--- src/hw/pmc_pkg.sv ---
// package for the power mode and emulation control block
package pmc_pkg;
  // aux register index; its byte address is four times the index
  localparam logic [7:0]  IDX_AUX_CONTROL  = 8'h8e;
  // register map (byte addresses)
  localparam logic [11:0] ADDR_AUX_CONTROL = {2'h0, IDX_AUX_CONTROL, 2'h0};
  localparam logic [11:0] ADDR_MODE_CTRL   = 12'h090;
  localparam logic [11:0] ADDR_MODE_STAT   = 12'h094;
  // field positions
  localparam int AUX_ERED_BIT   = 0;
  localparam int CTL_IDLE_BIT   = 0;
  localparam int CTL_PDOWN_BIT  = 1;
  localparam int CTL_IRQ0_EN    = 2;
  localparam int CTL_IRQ1_EN    = 3;
  localparam int CTL_IRQ0_LVL   = 4;
  localparam int CTL_IRQ1_LVL   = 5;
  localparam int CTL_EXTPROG    = 6;
  // reset values
  localparam logic [7:0]  AUX_RESET  = 8'h00;
  localparam logic [7:0]  CTL_RESET  = 8'h00;
  // timing: clocks per machine cycle, reset hold, idle grace
  localparam int CLK_PER_MCYC       = 12;
  localparam int RST_HOLD_MCYC      = 2;
  localparam int RST_HOLD_CLKS      = CLK_PER_MCYC * RST_HOLD_MCYC;
  localparam int IDLE_GRACE_MCYC    = 2;
  localparam int IDLE_GRACE_CLKS    = CLK_PER_MCYC * IDLE_GRACE_MCYC;
  localparam int OSC_STABLE_MS      = 10;
  localparam int CLK_MHZ            = 10;
  localparam int OSC_STABLE_CLKS    = OSC_STABLE_MS * 1000 * CLK_MHZ;

  typedef enum logic [2:0] {
    PMC_RUN, PMC_IDLE, PMC_PDOWN, PMC_WAKE, PMC_RESET, PMC_EMUL
  } pmc_mode_t;

  // pin control bundle driven to the pad ring
  typedef struct packed {
    logic       strobe_val;   // address latch strobe level
    logic       strobe_weak;  // strobe weakly pulled high
    logic       prog_val;     // prog_store_strobe level
    logic       prog_weak;
    logic       port0_float;
    logic       port_weak;    // ports 1..3 weakly pulled high
    logic       port2_addr;   // port 2 carries address
  } pmc_pins_t;
endpackage : pmc_pkg

--- src/hw/pmc_top.sv ---
// power mode and emulation control with an apb register slave
//
// Implementation choice: the APB register port.
`timescale 1ns/100ps
module pmc_top (
  // apb
  input  wire logic              pclk,
  input  wire logic              presetn,
  input  wire logic              psel,
  input  wire logic              penable,
  input  wire logic              pwrite,
  input  wire logic [11:0]       paddr,
  input  wire logic [31:0]       pwdata,
  output logic                   pready,
  output logic [31:0]            prdata,
  output logic                   pslverr,
  // pins
  input  wire logic              rst_pin,
  input  wire logic              strobe_in,
  input  wire logic              prog_store_strobe_in,
  input  wire logic              ext_irq_zero,
  input  wire logic              ext_irq_one,
  // core side
  input  wire logic              core_strobe,
  input  wire logic              core_prog_strobe,
  input  wire logic              core_fetch,
  input  wire logic              irq_return,
  output logic                   osc_run,
  output logic                   core_halt,
  output logic                   sfr_reset,
  output logic                   ram_block,
  output logic                   wake_irq,
  output logic                   resume_next,
  output pmc_pkg::pmc_pins_t     pins,
  output pmc_pkg::pmc_mode_t     mode
);
  pmc_pkg::pmc_mode_t mode_q;
  logic [7:0]  aux_q;
  logic [7:0]  ctl_q;
  logic [15:0] rst_cnt_q;
  logic        int_reset_q;
  logic        emul_q;
  logic        rst_d1_q;
  logic        emul_cand_q;
  logic [15:0] grace_q;
  logic        resume_q;
  logic        wake_low_q;
  logic        wake_line;
  logic        wr_en;

  function automatic logic line_armed(input logic en, input logic lvl, input logic pin);
    line_armed = en && lvl && !pin;
  endfunction : line_armed

  ////////////////////////////////////////////////////////////////////
  // apb slave: zero wait states
  assign pready  = 1'b1;
  assign pslverr = 1'b0;
  assign wr_en   = psel && penable && pwrite;

  always_ff @(posedge pclk or negedge presetn) begin
    if (!presetn) begin
      aux_q <= pmc_pkg::AUX_RESET;
    end else if (int_reset_q) begin
      aux_q <= pmc_pkg::AUX_RESET;
    end else if (wr_en && paddr == pmc_pkg::ADDR_AUX_CONTROL) begin
      aux_q <= pwdata[7:0];
    end
  end

  always_ff @(posedge pclk or negedge presetn) begin
    if (!presetn) begin
      ctl_q <= pmc_pkg::CTL_RESET;
    end else if (int_reset_q) begin
      ctl_q <= pmc_pkg::CTL_RESET;
    end else if (mode_q == pmc_pkg::PMC_WAKE) begin
      ctl_q[pmc_pkg::CTL_PDOWN_BIT] <= 1'b0;
    end else if (mode_q == pmc_pkg::PMC_RUN && wr_en && paddr == pmc_pkg::ADDR_MODE_CTRL) begin
      ctl_q <= pwdata[7:0];
    end
  end

  always_ff @(posedge pclk or negedge presetn) begin
    if (!presetn) begin
      prdata <= '0;
    end else if (psel && !penable && !pwrite) begin
      unique case (paddr)
        pmc_pkg::ADDR_AUX_CONTROL: prdata <= {24'h000000, aux_q};
        pmc_pkg::ADDR_MODE_CTRL:   prdata <= {24'h000000, ctl_q};
        pmc_pkg::ADDR_MODE_STAT:   prdata <= {28'h0000000, emul_q, mode_q};
        default:                   prdata <= '0;
      endcase
    end
  end

  ////////////////////////////////////////////////////////////////////
  // reset pin qualification
  always_ff @(posedge pclk or negedge presetn) begin
    if (!presetn) begin
      rst_cnt_q   <= '0;
      int_reset_q <= 1'b0;
    end else if (!rst_pin) begin
      rst_cnt_q   <= '0;
      int_reset_q <= 1'b0;
    end else if (rst_cnt_q < 16'(pmc_pkg::RST_HOLD_CLKS - 1)) begin
      rst_cnt_q   <= rst_cnt_q + 16'h0001;
    end else begin
      int_reset_q <= 1'b1;
    end
  end

  // emulation entry sampled during reset, latched at release
  always_ff @(posedge pclk or negedge presetn) begin
    if (!presetn) begin
      rst_d1_q    <= 1'b0;
      emul_cand_q <= 1'b0;
      emul_q      <= 1'b0;
    end else begin
      rst_d1_q <= int_reset_q;
      if (int_reset_q) begin
        emul_cand_q <= !strobe_in && prog_store_strobe_in;
        emul_q      <= 1'b0;
      end else if (rst_d1_q) begin
        emul_q <= emul_cand_q && !strobe_in;
      end
    end
  end

  ////////////////////////////////////////////////////////////////////
  // mode machine
  assign wake_line = line_armed(ctl_q[pmc_pkg::CTL_IRQ0_EN], ctl_q[pmc_pkg::CTL_IRQ0_LVL],
                                ext_irq_zero) ||
                     line_armed(ctl_q[pmc_pkg::CTL_IRQ1_EN], ctl_q[pmc_pkg::CTL_IRQ1_LVL],
                                ext_irq_one);

  always_ff @(posedge pclk or negedge presetn) begin
    if (!presetn) begin
      mode_q     <= pmc_pkg::PMC_RESET;
      grace_q    <= '0;
      wake_low_q <= 1'b0;
    end else begin
      unique case (mode_q)
        pmc_pkg::PMC_RUN: begin
          if (int_reset_q) mode_q <= pmc_pkg::PMC_RESET;
          else if (ctl_q[pmc_pkg::CTL_PDOWN_BIT]) mode_q <= pmc_pkg::PMC_PDOWN;
          else if (ctl_q[pmc_pkg::CTL_IDLE_BIT]) mode_q <= pmc_pkg::PMC_IDLE;
        end
        pmc_pkg::PMC_IDLE: begin
          if (rst_pin) begin
            // core may run on briefly before internal reset
            if (grace_q < 16'(pmc_pkg::IDLE_GRACE_CLKS)) grace_q <= grace_q + 16'h0001;
            else mode_q <= pmc_pkg::PMC_RESET;
          end else begin
            grace_q <= '0;
            if (wake_line) mode_q <= pmc_pkg::PMC_RUN;
          end
        end
        pmc_pkg::PMC_PDOWN: begin
          if (rst_pin) mode_q <= pmc_pkg::PMC_RESET;
          else if (wake_line) begin
            wake_low_q <= 1'b1;
            mode_q     <= pmc_pkg::PMC_WAKE;
          end
        end
        pmc_pkg::PMC_WAKE: begin
          if (rst_pin) mode_q <= pmc_pkg::PMC_RESET;
          else if (!wake_line) begin
            wake_low_q <= 1'b0;
            mode_q     <= pmc_pkg::PMC_RUN;
          end
        end
        pmc_pkg::PMC_RESET: begin
          grace_q <= '0;
          if (!rst_pin && !int_reset_q)
            mode_q <= emul_cand_q && !strobe_in ? pmc_pkg::PMC_EMUL : pmc_pkg::PMC_RUN;
        end
        pmc_pkg::PMC_EMUL: begin
          if (int_reset_q) mode_q <= pmc_pkg::PMC_RESET;
        end
        default: mode_q <= pmc_pkg::PMC_RESET;
      endcase
    end
  end

  // resume point after wake interrupt returns
  always_ff @(posedge pclk or negedge presetn) begin
    if (!presetn) begin
      resume_q <= 1'b0;
    end else if (mode_q == pmc_pkg::PMC_WAKE && !wake_line) begin
      resume_q <= 1'b1;
    end else if (irq_return || int_reset_q) begin
      resume_q <= 1'b0;
    end
  end

  ////////////////////////////////////////////////////////////////////
  // outputs
  assign mode        = mode_q;
  assign osc_run     = mode_q != pmc_pkg::PMC_PDOWN;
  assign core_halt   = mode_q inside {pmc_pkg::PMC_PDOWN, pmc_pkg::PMC_WAKE, pmc_pkg::PMC_EMUL}
                       || (mode_q == pmc_pkg::PMC_IDLE && !rst_pin);
  assign sfr_reset   = int_reset_q;
  assign ram_block   = mode_q == pmc_pkg::PMC_IDLE && rst_pin;
  assign wake_irq    = wake_low_q;
  assign resume_next = resume_q;

  always_comb begin
    pins = '0;
    pins.strobe_val = core_strobe;
    pins.prog_val   = core_prog_strobe;
    pins.port0_float = ctl_q[pmc_pkg::CTL_EXTPROG];
    if (aux_q[pmc_pkg::AUX_ERED_BIT] && core_fetch) begin
      pins.strobe_val  = 1'b1;
      pins.strobe_weak = 1'b1;
    end
    unique case (mode_q)
      pmc_pkg::PMC_IDLE: begin
        pins.strobe_val = 1'b1;
        pins.prog_val   = 1'b1;
        pins.port2_addr = ctl_q[pmc_pkg::CTL_EXTPROG];
      end
      pmc_pkg::PMC_PDOWN, pmc_pkg::PMC_WAKE: begin
        pins.strobe_val = 1'b0;
        pins.prog_val   = 1'b0;
        pins.strobe_weak = 1'b0;
      end
      pmc_pkg::PMC_EMUL: begin
        pins.strobe_val  = 1'b1;
        pins.strobe_weak = 1'b1;
        pins.prog_val    = 1'b1;
        pins.prog_weak   = 1'b1;
        pins.port0_float = 1'b1;
        pins.port_weak   = 1'b1;
      end
      default: ;
    endcase
  end
endmodule : pmc_top

--- config.mk ---
export PLATFORM = sky130hd
export DESIGN_NAME = pmc_top
export DESIGN_NICKNAME = d
export VERILOG_FILES = /design/src/hw/pmc_pkg.sv /design/src/hw/pmc_top.sv
export SDC_FILE = /design/constraint.sdc
export NUM_CORES = 1
export LEC_CHECK = 0
export ABC_AREA = 1
export BUFFER_PORTS_ARGS = -buffer_cell sky130_fd_sc_hd__buf_2
export CORE_MARGIN = 1
export CORE_UTILIZATION = 24
export DETAILED_ROUTE_END_ITERATION = 7
export SLEW_MARGIN = 10
export SYNTH_ARGS = -nofsm -noshare
export SYNTH_HDL_FRONTEND = slang
export SYNTH_SLANG_ARGS = --single-unit
--- constraint.sdc ---
create_clock -name pclk -period 2.46 [get_ports pclk]
set_input_delay 0.492 -clock pclk [delete_from_list [all_inputs] [get_ports pclk]]
set_output_delay 0.492 -clock pclk [all_outputs]
set_load 0.01 [all_outputs]
==> results of run 1 <==
[synth_stat cells (all sizes together)]
library cell,number,share of area (%)
o21ai,25,3.9
conb,2,0.22
a31o,1,0.26
dfrtp,64,47
nand3,60,9.0
nor2,46,5.5
mux2i,1,0.30
nand3b,1,0.22
buf,32,7.3
or2,2,0.44
and2,2,0.44
ha,2,0.74
nand2,109,12
dfstp,1,0.78
clkbuf,4,0.44
a21oi,5,0.85
o22ai,1,0.19
xor2,2,0.52
nor3,6,1.7
nand4,4,0.74
inv,53,5.9
a21boi,1,0.22
o221ai,1,0.26
o31ai,1,0.22
[area by class of cell]
| cell class | instances | area, um2 |
|---|---|---|
| tap | 176 | 220.2 |
| inverter | 53 | 198.9 |
| sequential | 65 | 1628 |
| clock buffer | 11 | 242.7 |
| multi-input combinational | 296 | 1383 |
| clock inverter | 5 | 78.83 |
| timing repair buffer | 60 | 320.3 |
| fill | 1428 | 9434 |
[cell families (layout without fill, tap and decap cells)]
logic type | count (synthesis) | count (layout) | share of synthesized area, %
buf+inv | 89 | 129 | 13.59
flops | 65 | 65 | 48.17
fa+ha+maj | 2 | 2 | 0.7403
simple gates | 230 | 230 | 30.54
mux | 1 | 1 | 0.2962
xor+xnor | 2 | 2 | 0.5184
compound gates | 35 | 35 | 5.924
other cells | 2 | 26 | 0.2222
[flip-flops by register name, indices dropped and copies added, names as in the netlist, 3 cells and up]
signal and count:
mode 3, aux_q 8, rst_cnt_q 16, grace_q 16, prdata 8, ctl_q 8
[path summary, 6_finish.rpt]
kind                                 start     endpoint  depth (start not counted)
worst max register to register     mode[0]   grace_q[4]                          8
worst min register to register    rst_d1_q       emul_q                          1
max in group asynchronous          presetn      mode[2]                          2
min in group pclk               irq_return  resume_next                          2
worst max-delay path               mode[2]      pins[5]                          5
worst min-delay path               presetn    prdata[6]                          1
[critical path: stages (launching register included)]
cell     delay (ns)
dfstp_2        0.60
inv_1          0.10
nand2_1        0.12
inv_1          0.13
o21ai_0        0.27
buf_2          0.19
[metal layers]
metal | track usage [%] | wire length, um | up-vias
met2 | 18.00 | 3551 | 109
met4 | 4.784 | 145 | 0
li1 | - | - | 1416
met3 | 3.019 | 540 | 12
met1 | 15.94 | 3765 | 1301
met5 | 0 | 0 | -
[power by group through the flow]
stage	Clock, mW	Sequential (mW)	Combinational (mW)
after floorplan	0	1.20	0.463
after global placement	0	1.23	0.592
after CTS	1.40	1.21	0.611
after global routing	1.44	1.23	0.699
after detailed placement	0	1.23	0.609
final	1.37	1.22	0.612
==> results.py, run 1 <==
metrics = {
    "worst_setup_path": {
        "crit_type": "flip-flop to primary output",
        "cp_max_fo": 7,
        "critPathArrivalTime_ns": 1.74,
        "worstPathRequired_ns": 1.97,
        "startpoint_type": "flip-flop",
        "end_kind": "primary output",
        "reg2reg_slack_ns": 0.70,
    },
    "synth": {
        "ys_ff_latch": 65,
        "avgSynthCellArea_um2": 7.933,
        "syn_inst": 426,
        "ys_types": 39,
        "syn_area_um2": 3379,
        "yosysSeqAreaShare_pct": 48.17,
        "ys_warn_count": 0,
    },
    "clocking": {
        "cts_sinks": 65,
        "clk_path_buf_depth": 2,
        "cts_tree": "done",
        "cts_made_buffers": 9,
        "post_cts_resized": 0,
        "path_clk_slew_ns": 0.06,
        "clockRootBuffer": "clkbuf_16",
        "insertion_delay_ns": 0.33,
        "htreeDepth": 3,
        "cts_setup_buffers": 0,
        "cts_hold_buf": 0,
    },
    "power_and_ir_drop": {
        "leakage_nw": 2.274,
        "total_power_mw": 3.199,
        "pwr-share-clk_pct": 42.9,
        "vdd_drop_max_mv": 0.3995,
        "seqPwrFrac_pct": 38.0,
        "power_frac_comb_pct": 19.1,
        "internal-power_mw": 2.234,
        "p_sw_mw": 0.9647,
        "swShare_pct": 30.16,
        "powerDensity_nw_per_um2": 785.7,
    },
    "layout": {
        "area_growth_pct": 20.47,
        "drive_gt1_share_pct": 19.39,
        "num-nets-final": 545,
        "final_area_um2": 4071,
        "final_cell_mix": "106 x nand2_1, 64 x dfrtp_1, 59 x nand3_1",
        "fin_cells": 666,
        "num_antenna_cells": 0,
        "layout.cells.most_common": "nand2_1",
        "final_util_pct": 30.15,
    },
    "flow_run": {
        "drv_cap": 0,
    },
    "routing": {
        "drtIter0Drc": 159,
        "wl_um": 8002,
        "remaining_drc_errors": 0,
        "ant_nets": 0,
        "routedWlPerCell_um": 12.02,
        "vias": 2838,
        "drt-pass1-iter-count": 4,
        "avgViaCountPerCell": 4.261,
    },
    "grt": {
        "grt_pass1_wl_um": 13290,
        "grt_pass1_vias": 2747,
        "grt_max_degree": 39,
        "antenna_found_initial": 0,
        "grt_use_total_pct": 11.83,
        "grt-ovfl-total": 0,
    },
    "worst_hold_path": {
        "hold_path.class": "primary input to asynchronous set/reset pin",
    },
    "sta": {
        "max_freq_mhz": 449.0,
        "period_needed_ns": 2.227,
        "finalCritPeriodShare_pct": 90.54,
        "rsz0062_at_grt": "no",
        "fin_tns_setup_ns": 0,
        "slew_viol_final": 0,
        "fin_hold_ws_ns": 0.1950,
        "setup_viol": 0,
        "finalWorstSetupSlack_ns": 0.2326,
        "report.final.hold_viol_count": 0,
        "worstMarginPinSlew_ns": 0.6631,
        "skew_ns": 0.007544,
        "slew_headroom_pct": 55.79,
    },
    "die": {
        "die_h_um": 120.7,
        "die_x_um": 120.7,
        "rows": 42,
        "io_pins": 108,
        "core_um2": 13510,
        "initial_core_util_pct": 25.02,
        "dieArea_um2": 14560,
    },
    "placement": {
        "place_area_um2": 3750,
        "io_buffers": 57,
        "pre_cts_slack_ns": 0.5642,
        "dp_cells": 650,
        "globalplace.congestion": 0.8005,
        "dp_hpwl_um": 6066,
    },
    "run_status": {
        "status": "finished, final reports clean",
    },
}
Power figures use the tool's default switching activity.
==> run 2, diff against run 1 <==
==> constraint.sdc (replaced) <==
create_clock -name pclk -period 2.46 [get_ports pclk]
set_input_delay 0.738 -clock pclk [delete_from_list [all_inputs] [get_ports pclk]]
set_output_delay 0.738 -clock pclk [all_outputs]
set_load 0.01 [all_outputs]
==> results.py, run 2 (synthesis results as in run 1) <==
metrics = {
    "flow_run": {
        "drv_cap": 0,
    },
    "clocking": {
        "cts_hold_buf": 0,
        "cts_tree": "done",
        "clk_path_buf_depth": 2,
        "clockRootBuffer": "clkbuf_16",
        "cts_made_buffers": 9,
        "path_clk_slew_ns": 0.06,
        "htreeDepth": 3,
        "insertion_delay_ns": 0.32,
        "cts_sinks": 65,
    },
    "sta": {
        "report.final.hold_viol_count": 0,
        "fin_hold_ws_ns": 0.4187,
        "fin_tns_setup_ns": 0,
        "rsz0062_at_grt": "no",
        "slew_viol_final": 0,
        "skew_ns": 0.01075,
        "finalCritPeriodShare_pct": 94.65,
        "max_freq_mhz": 429.5,
        "period_needed_ns": 2.328,
        "setup_viol": 0,
    },
    "power_and_ir_drop": {
        "powerDensity_nw_per_um2": 753.2,
        "pwr-share-clk_pct": 40.0,
        "internal-power_mw": 2.106,
        "swShare_pct": 31.03,
        "seqPwrFrac_pct": 39.4,
        "leakage_nw": 2.264,
        "power_frac_comb_pct": 20.5,
        "vdd_drop_max_mv": 0.3081,
        "p_sw_mw": 0.9474,
    },
    "die": {
        "rows": 42,
        "die_h_um": 120.7,
        "core_um2": 13510,
        "io_pins": 108,
        "initial_core_util_pct": 25.02,
        "die_x_um": 120.7,
        "dieArea_um2": 14560,
    },
    "placement": {
        "globalplace.congestion": 0.7808,
        "dp_hpwl_um": 5874,
        "io_buffers": 57,
    },
    "routing": {
        "remaining_drc_errors": 0,
        "ant_nets": 0,
        "wl_um": 7790,
        "m1WireLength_um": 3638,
        "vias": 2839,
        "routedWlPerCell_um": 11.68,
        "drt-pass1-iter-count": 4,
        "met3_length_um": 525,
        "top_layer_used": "met4",
        "wl_met2_um": 3516,
        "drtIter0Drc": 155,
        "avgViaCountPerCell": 4.256,
    },
    "layout": {
        "biggestRegsByFlops": "grace_q: 16 flops, rst_cnt_q: 16 flops",
        "layout.cells.most_common": "nand2_1",
        "area_growth_pct": 19.96,
        "final_cell_mix": "106 x nand2_1, 64 x dfrtp_1, 59 x nand3_1",
        "num_antenna_cells": 0,
        "num-nets-final": 547,
        "drive_gt1_share_pct": 19.96,
    },
    "grt": {
        "grt_max_degree": 66,
        "grt_use_total_pct": 11.60,
        "grt_pass1_vias": 2660,
        "grt-ovfl-total": 0,
        "grt_pass1_wl_um": 13010,
        "antenna_found_initial": 0,
    },
    "worst_hold_path": {
        "hold_path.class": "primary input to asynchronous set/reset pin",
    },
    "worst_setup_path": {
        "critPathArrivalTime_ns": 1.59,
        "cp_max_fo": 7,
        "end_kind": "primary output",
        "worstPathRequired_ns": 1.72,
        "startpoint_type": "flip-flop",
        "crit_type": "flip-flop to primary output",
        "cp_slowest_cell": "dfstp_2",
        "crit_top_cell": "inv_1",
        "max_stage_delay_ns": 0.60,
        "crit_chain": "inv_1 > nand2_1 > inv_1 > o21ai_2 > buf_2",
    },
    "run_status": {
        "status": "finished, final reports clean",
    },
}
[run 2: repair_timing]
| item | 4_1_cts | 5_1_grt |
|---|---|---|
| hold endpoints to repair | 0 | 0 |
| setup buffers | 0 | 0 |
| pin swaps | 0 | 0 |
| endpoints found under the setup margin | 1 | 1 |
| resized for setup | 1 | 1 |
[run 2: power by group through the flow]
stage / clock network (mW) / registers (mW) / logic (mW)
after floorplan: 0 / 1.20 / 0.463
after global placement: 0 / 1.22 / 0.622
after detailed placement: 0 / 1.22 / 0.625
after CTS: 1.24 / 1.20 / 0.631
after global routing: 1.30 / 1.21 / 0.717
final: 1.22 / 1.20 / 0.627
[run 2: layer usage]
layer | global-route usage, % | up-vias
li1 | - | 1417
met1 | 15.15 | 1318
met2 | 17.64 | 94
met3 | 4.009 | 10
met4 | 4.244 | 0
met5 | 0 | -
[run 2: path summary, 6_finish.rpt]
| kind | cells past startpoint | end | slack (ns) | startpoint |
|---|---|---|---|---|
| worst max-delay path | 5 | pins[5] | 0.13 | mode[2] |
| worst min-delay path | 2 | prdata[7] | 0.42 | presetn |
| worst max register to register | 7 | sfr_reset | 0.77 | rst_cnt_q[0] |
| worst min register to register | 1 | emul_q | 0.45 | rst_d1_q |
| max in group asynchronous | 2 | mode[2] | 1.72 | presetn |
| min in group pclk | 1 | emul_q | 0.45 | rst_d1_q |
[run 2: area by class of cell]
type | count | area (um2)
clock inverter | 6 | 60.06
tap | 176 | 220.2
timing repair buffer | 62 | 335.3
sequential | 65 | 1628
fill | 1443 | 9452
clock buffer | 9 | 225.2
inverter | 53 | 198.9
multi-input combinational | 296 | 1386
[run 2: metrics by stage]
step                      util [%]  instance area [um2]  power, mW  instances  setup slack, ns
after floorplan                  -                 3470      1.664        450           0.5803
after global placement       27.88                 3765      1.840        652           0.3086
after detailed placement     27.88                 3765      1.846        652           0.2964
after CTS                    29.99                 4050      3.079        667          0.06048
after global routing         30.02                 4054      3.227        667          0.02571
final                        30.02                 4054      3.054        667           0.1316
[run 2: worst max-delay path: cells and delay by family (launching register included)]
family | cells | cell delay [ns]
AOI/OAI and AO/OA | 1 | 0.16
buffers and inverters | 3 | 0.39
and+or+nand+nor | 1 | 0.12
DFF | 1 | 0.60
==> run 3, diff against run 2 <==
==> constraint.sdc (replaced) <==
create_clock -name pclk -period 2.46 [get_ports pclk]
set_input_delay 0.738 -clock pclk [delete_from_list [all_inputs] [get_ports pclk]]
set_output_delay 0.738 -clock pclk [all_outputs]
set_load 0.1 [all_outputs]
==> results.py, run 3 (synthesis results as in run 1) <==
metrics = {
    "run_status": {
        "status": "finished, final reports clean",
    },
    "die": {
        "dieArea_um2": 14560,
        "die_h_um": 120.7,
        "die_x_um": 120.7,
        "rows": 42,
        "initial_core_util_pct": 25.02,
        "core_um2": 13510,
        "io_pins": 108,
    },
    "routing": {
        "ant_nets": 0,
        "routedWlPerCell_um": 11.16,
        "met3_length_um": 395,
        "top_layer_used": "met4",
        "remaining_drc_errors": 0,
        "wl_um": 7466,
        "avgViaCountPerCell": 4.250,
        "m1WireLength_um": 3684,
        "drt-pass1-iter-count": 4,
        "drtIter0Drc": 193,
        "vias": 2843,
        "wl_met2_um": 3285,
    },
    "layout": {
        "final_cell_mix": "105 x nand2_1, 62 x dfrtp_1, 58 x nand3_1",
        "drive_gt1_share_pct": 22.92,
        "num_antenna_cells": 0,
        "final_util_pct": 31.66,
        "layout.cells.most_common": "nand2_1",
        "biggestRegsByFlops": "grace_q: 16 flops, rst_cnt_q: 16 flops",
        "area_growth_pct": 26.51,
        "num-nets-final": 548,
    },
    "sta": {
        "slew_viol_final": 0,
        "finalCritPeriodShare_pct": 96.51,
        "max_freq_mhz": 421.2,
        "fin_tns_setup_ns": 0,
        "setup_viol": 0,
        "report.final.hold_viol_count": 0,
        "rsz0062_at_grt": "no",
        "worstMarginPinSlew_ns": 0.5022,
        "period_needed_ns": 2.374,
        "skew_ns": 0.005933,
        "slew_headroom_pct": 66.26,
    },
    "grt": {
        "grt_pass1_wl_um": 12720,
        "grt_max_degree": 66,
        "grt_use_total_pct": 11.01,
        "antenna_found_initial": 0,
        "grt_pass1_vias": 2697,
        "grt-ovfl-total": 0,
    },
    "clocking": {
        "insertion_delay_ns": 0.32,
        "cts_tree": "done",
        "cts_sinks": 65,
        "cts_made_buffers": 9,
        "clk_path_buf_depth": 2,
        "cts_hold_buf": 0,
        "htreeDepth": 3,
        "clockRootBuffer": "clkbuf_16",
        "path_clk_slew_ns": 0.05,
    },
    "worst_setup_path": {
        "startpoint_type": "flip-flop",
        "cp_max_fo": 7,
        "critPathArrivalTime_ns": 1.64,
        "end_kind": "primary output",
        "crit_type": "flip-flop to primary output",
        "worstPathRequired_ns": 1.72,
    },
    "placement": {
        "globalplace.congestion": 0.8182,
        "io_buffers": 57,
        "dp_hpwl_um": 5594,
    },
    "flow_run": {
        "drv_cap": 0,
    },
    "power_and_ir_drop": {
        "powerDensity_nw_per_um2": 889.8,
        "vdd_drop_max_mv": 0.3439,
        "leakage_nw": 2.295,
        "total_power_mw": 3.804,
    },
    "worst_hold_path": {
        "hold_path.class": "primary input to asynchronous set/reset pin",
    },
}
-- run 3: cell types whose count changed in the layout (fill, tap and decap cells not counted), sizes merged --
cell,delta
inv,-2
buf,+1
clkbuf,+1
clkinvlp,+5
clkinv,-3
-- run 3: worst paths after layout --
path | from | cells past startpoint | slack, ns | end
max reg2reg | mode[1] | 7 | 0.73 | grace_q[4]
min in group pclk | rst_cnt_q[7] | 2 | 0.46 | rst_cnt_q[7]
min reg2reg | rst_cnt_q[7] | 2 | 0.46 | rst_cnt_q[7]
max | mode[2] | 3 | 0.09 | pins[1]
max in group asynchronous | presetn | 2 | 1.70 | mode[2]
min | presetn | 2 | 0.40 | prdata[0]
-- run 3: power by group --
part | total [mW] | internal, mW | switching [mW] | leakage (nW)
sequential | 1.22 | 1.14 | 0.0804 | 0.887
clock | 1.27 | 0.810 | 0.464 | 0.133
combinational | 1.30 | 0.310 | 0.994 | 1.28
total | 3.80 | 2.27 | 1.54 | 2.29
-- run 3: critical path, cell delays in order, from the launching register on --
cell and delay [ns]:
dfstp_4 0.66, nand3_2 0.22, clkinvlp_4 0.14, buf_4 0.29
-- run 3: metal layers --
metal  up-vias  GRT usage [%]
met5         -              0
li1       1422              -
met3         7          2.500
met1      1332          15.51
met2        82          16.31
met4         0          4.090
-- run 3: final cells by class --
cell class / instances / area, um2
repair buffers: 63 / 467.9
multi-input cells: 296 / 1433
fillers: 1393 / 9230
flip-flops and latches: 65 / 1639
clock buffers: 10 / 239.0
well taps: 176 / 220.2
clock inverters: 6 / 67.56
inverters: 53 / 209.0
-- run 3: through the flow --
step	hold WS, ns	cell area [um2]	instances	worst slack, ns
floorplan	0.4120	3550	450	-0.01037
global placement	0.4179	3949	652	0.2792
detailed placement	0.4458	3949	652	0.2650
CTS	0.4344	4255	668	-0.03760
global route	0.4430	4275	669	0.02616
finish	0.3970	4275	669	0.08578
-- run 3: repair_timing --
item,in CTS,in global routing
setup buffers,0,1
cloned,0,0
pin swaps,0,1
setup endpoints to repair,3,6
resized for setup,0,8
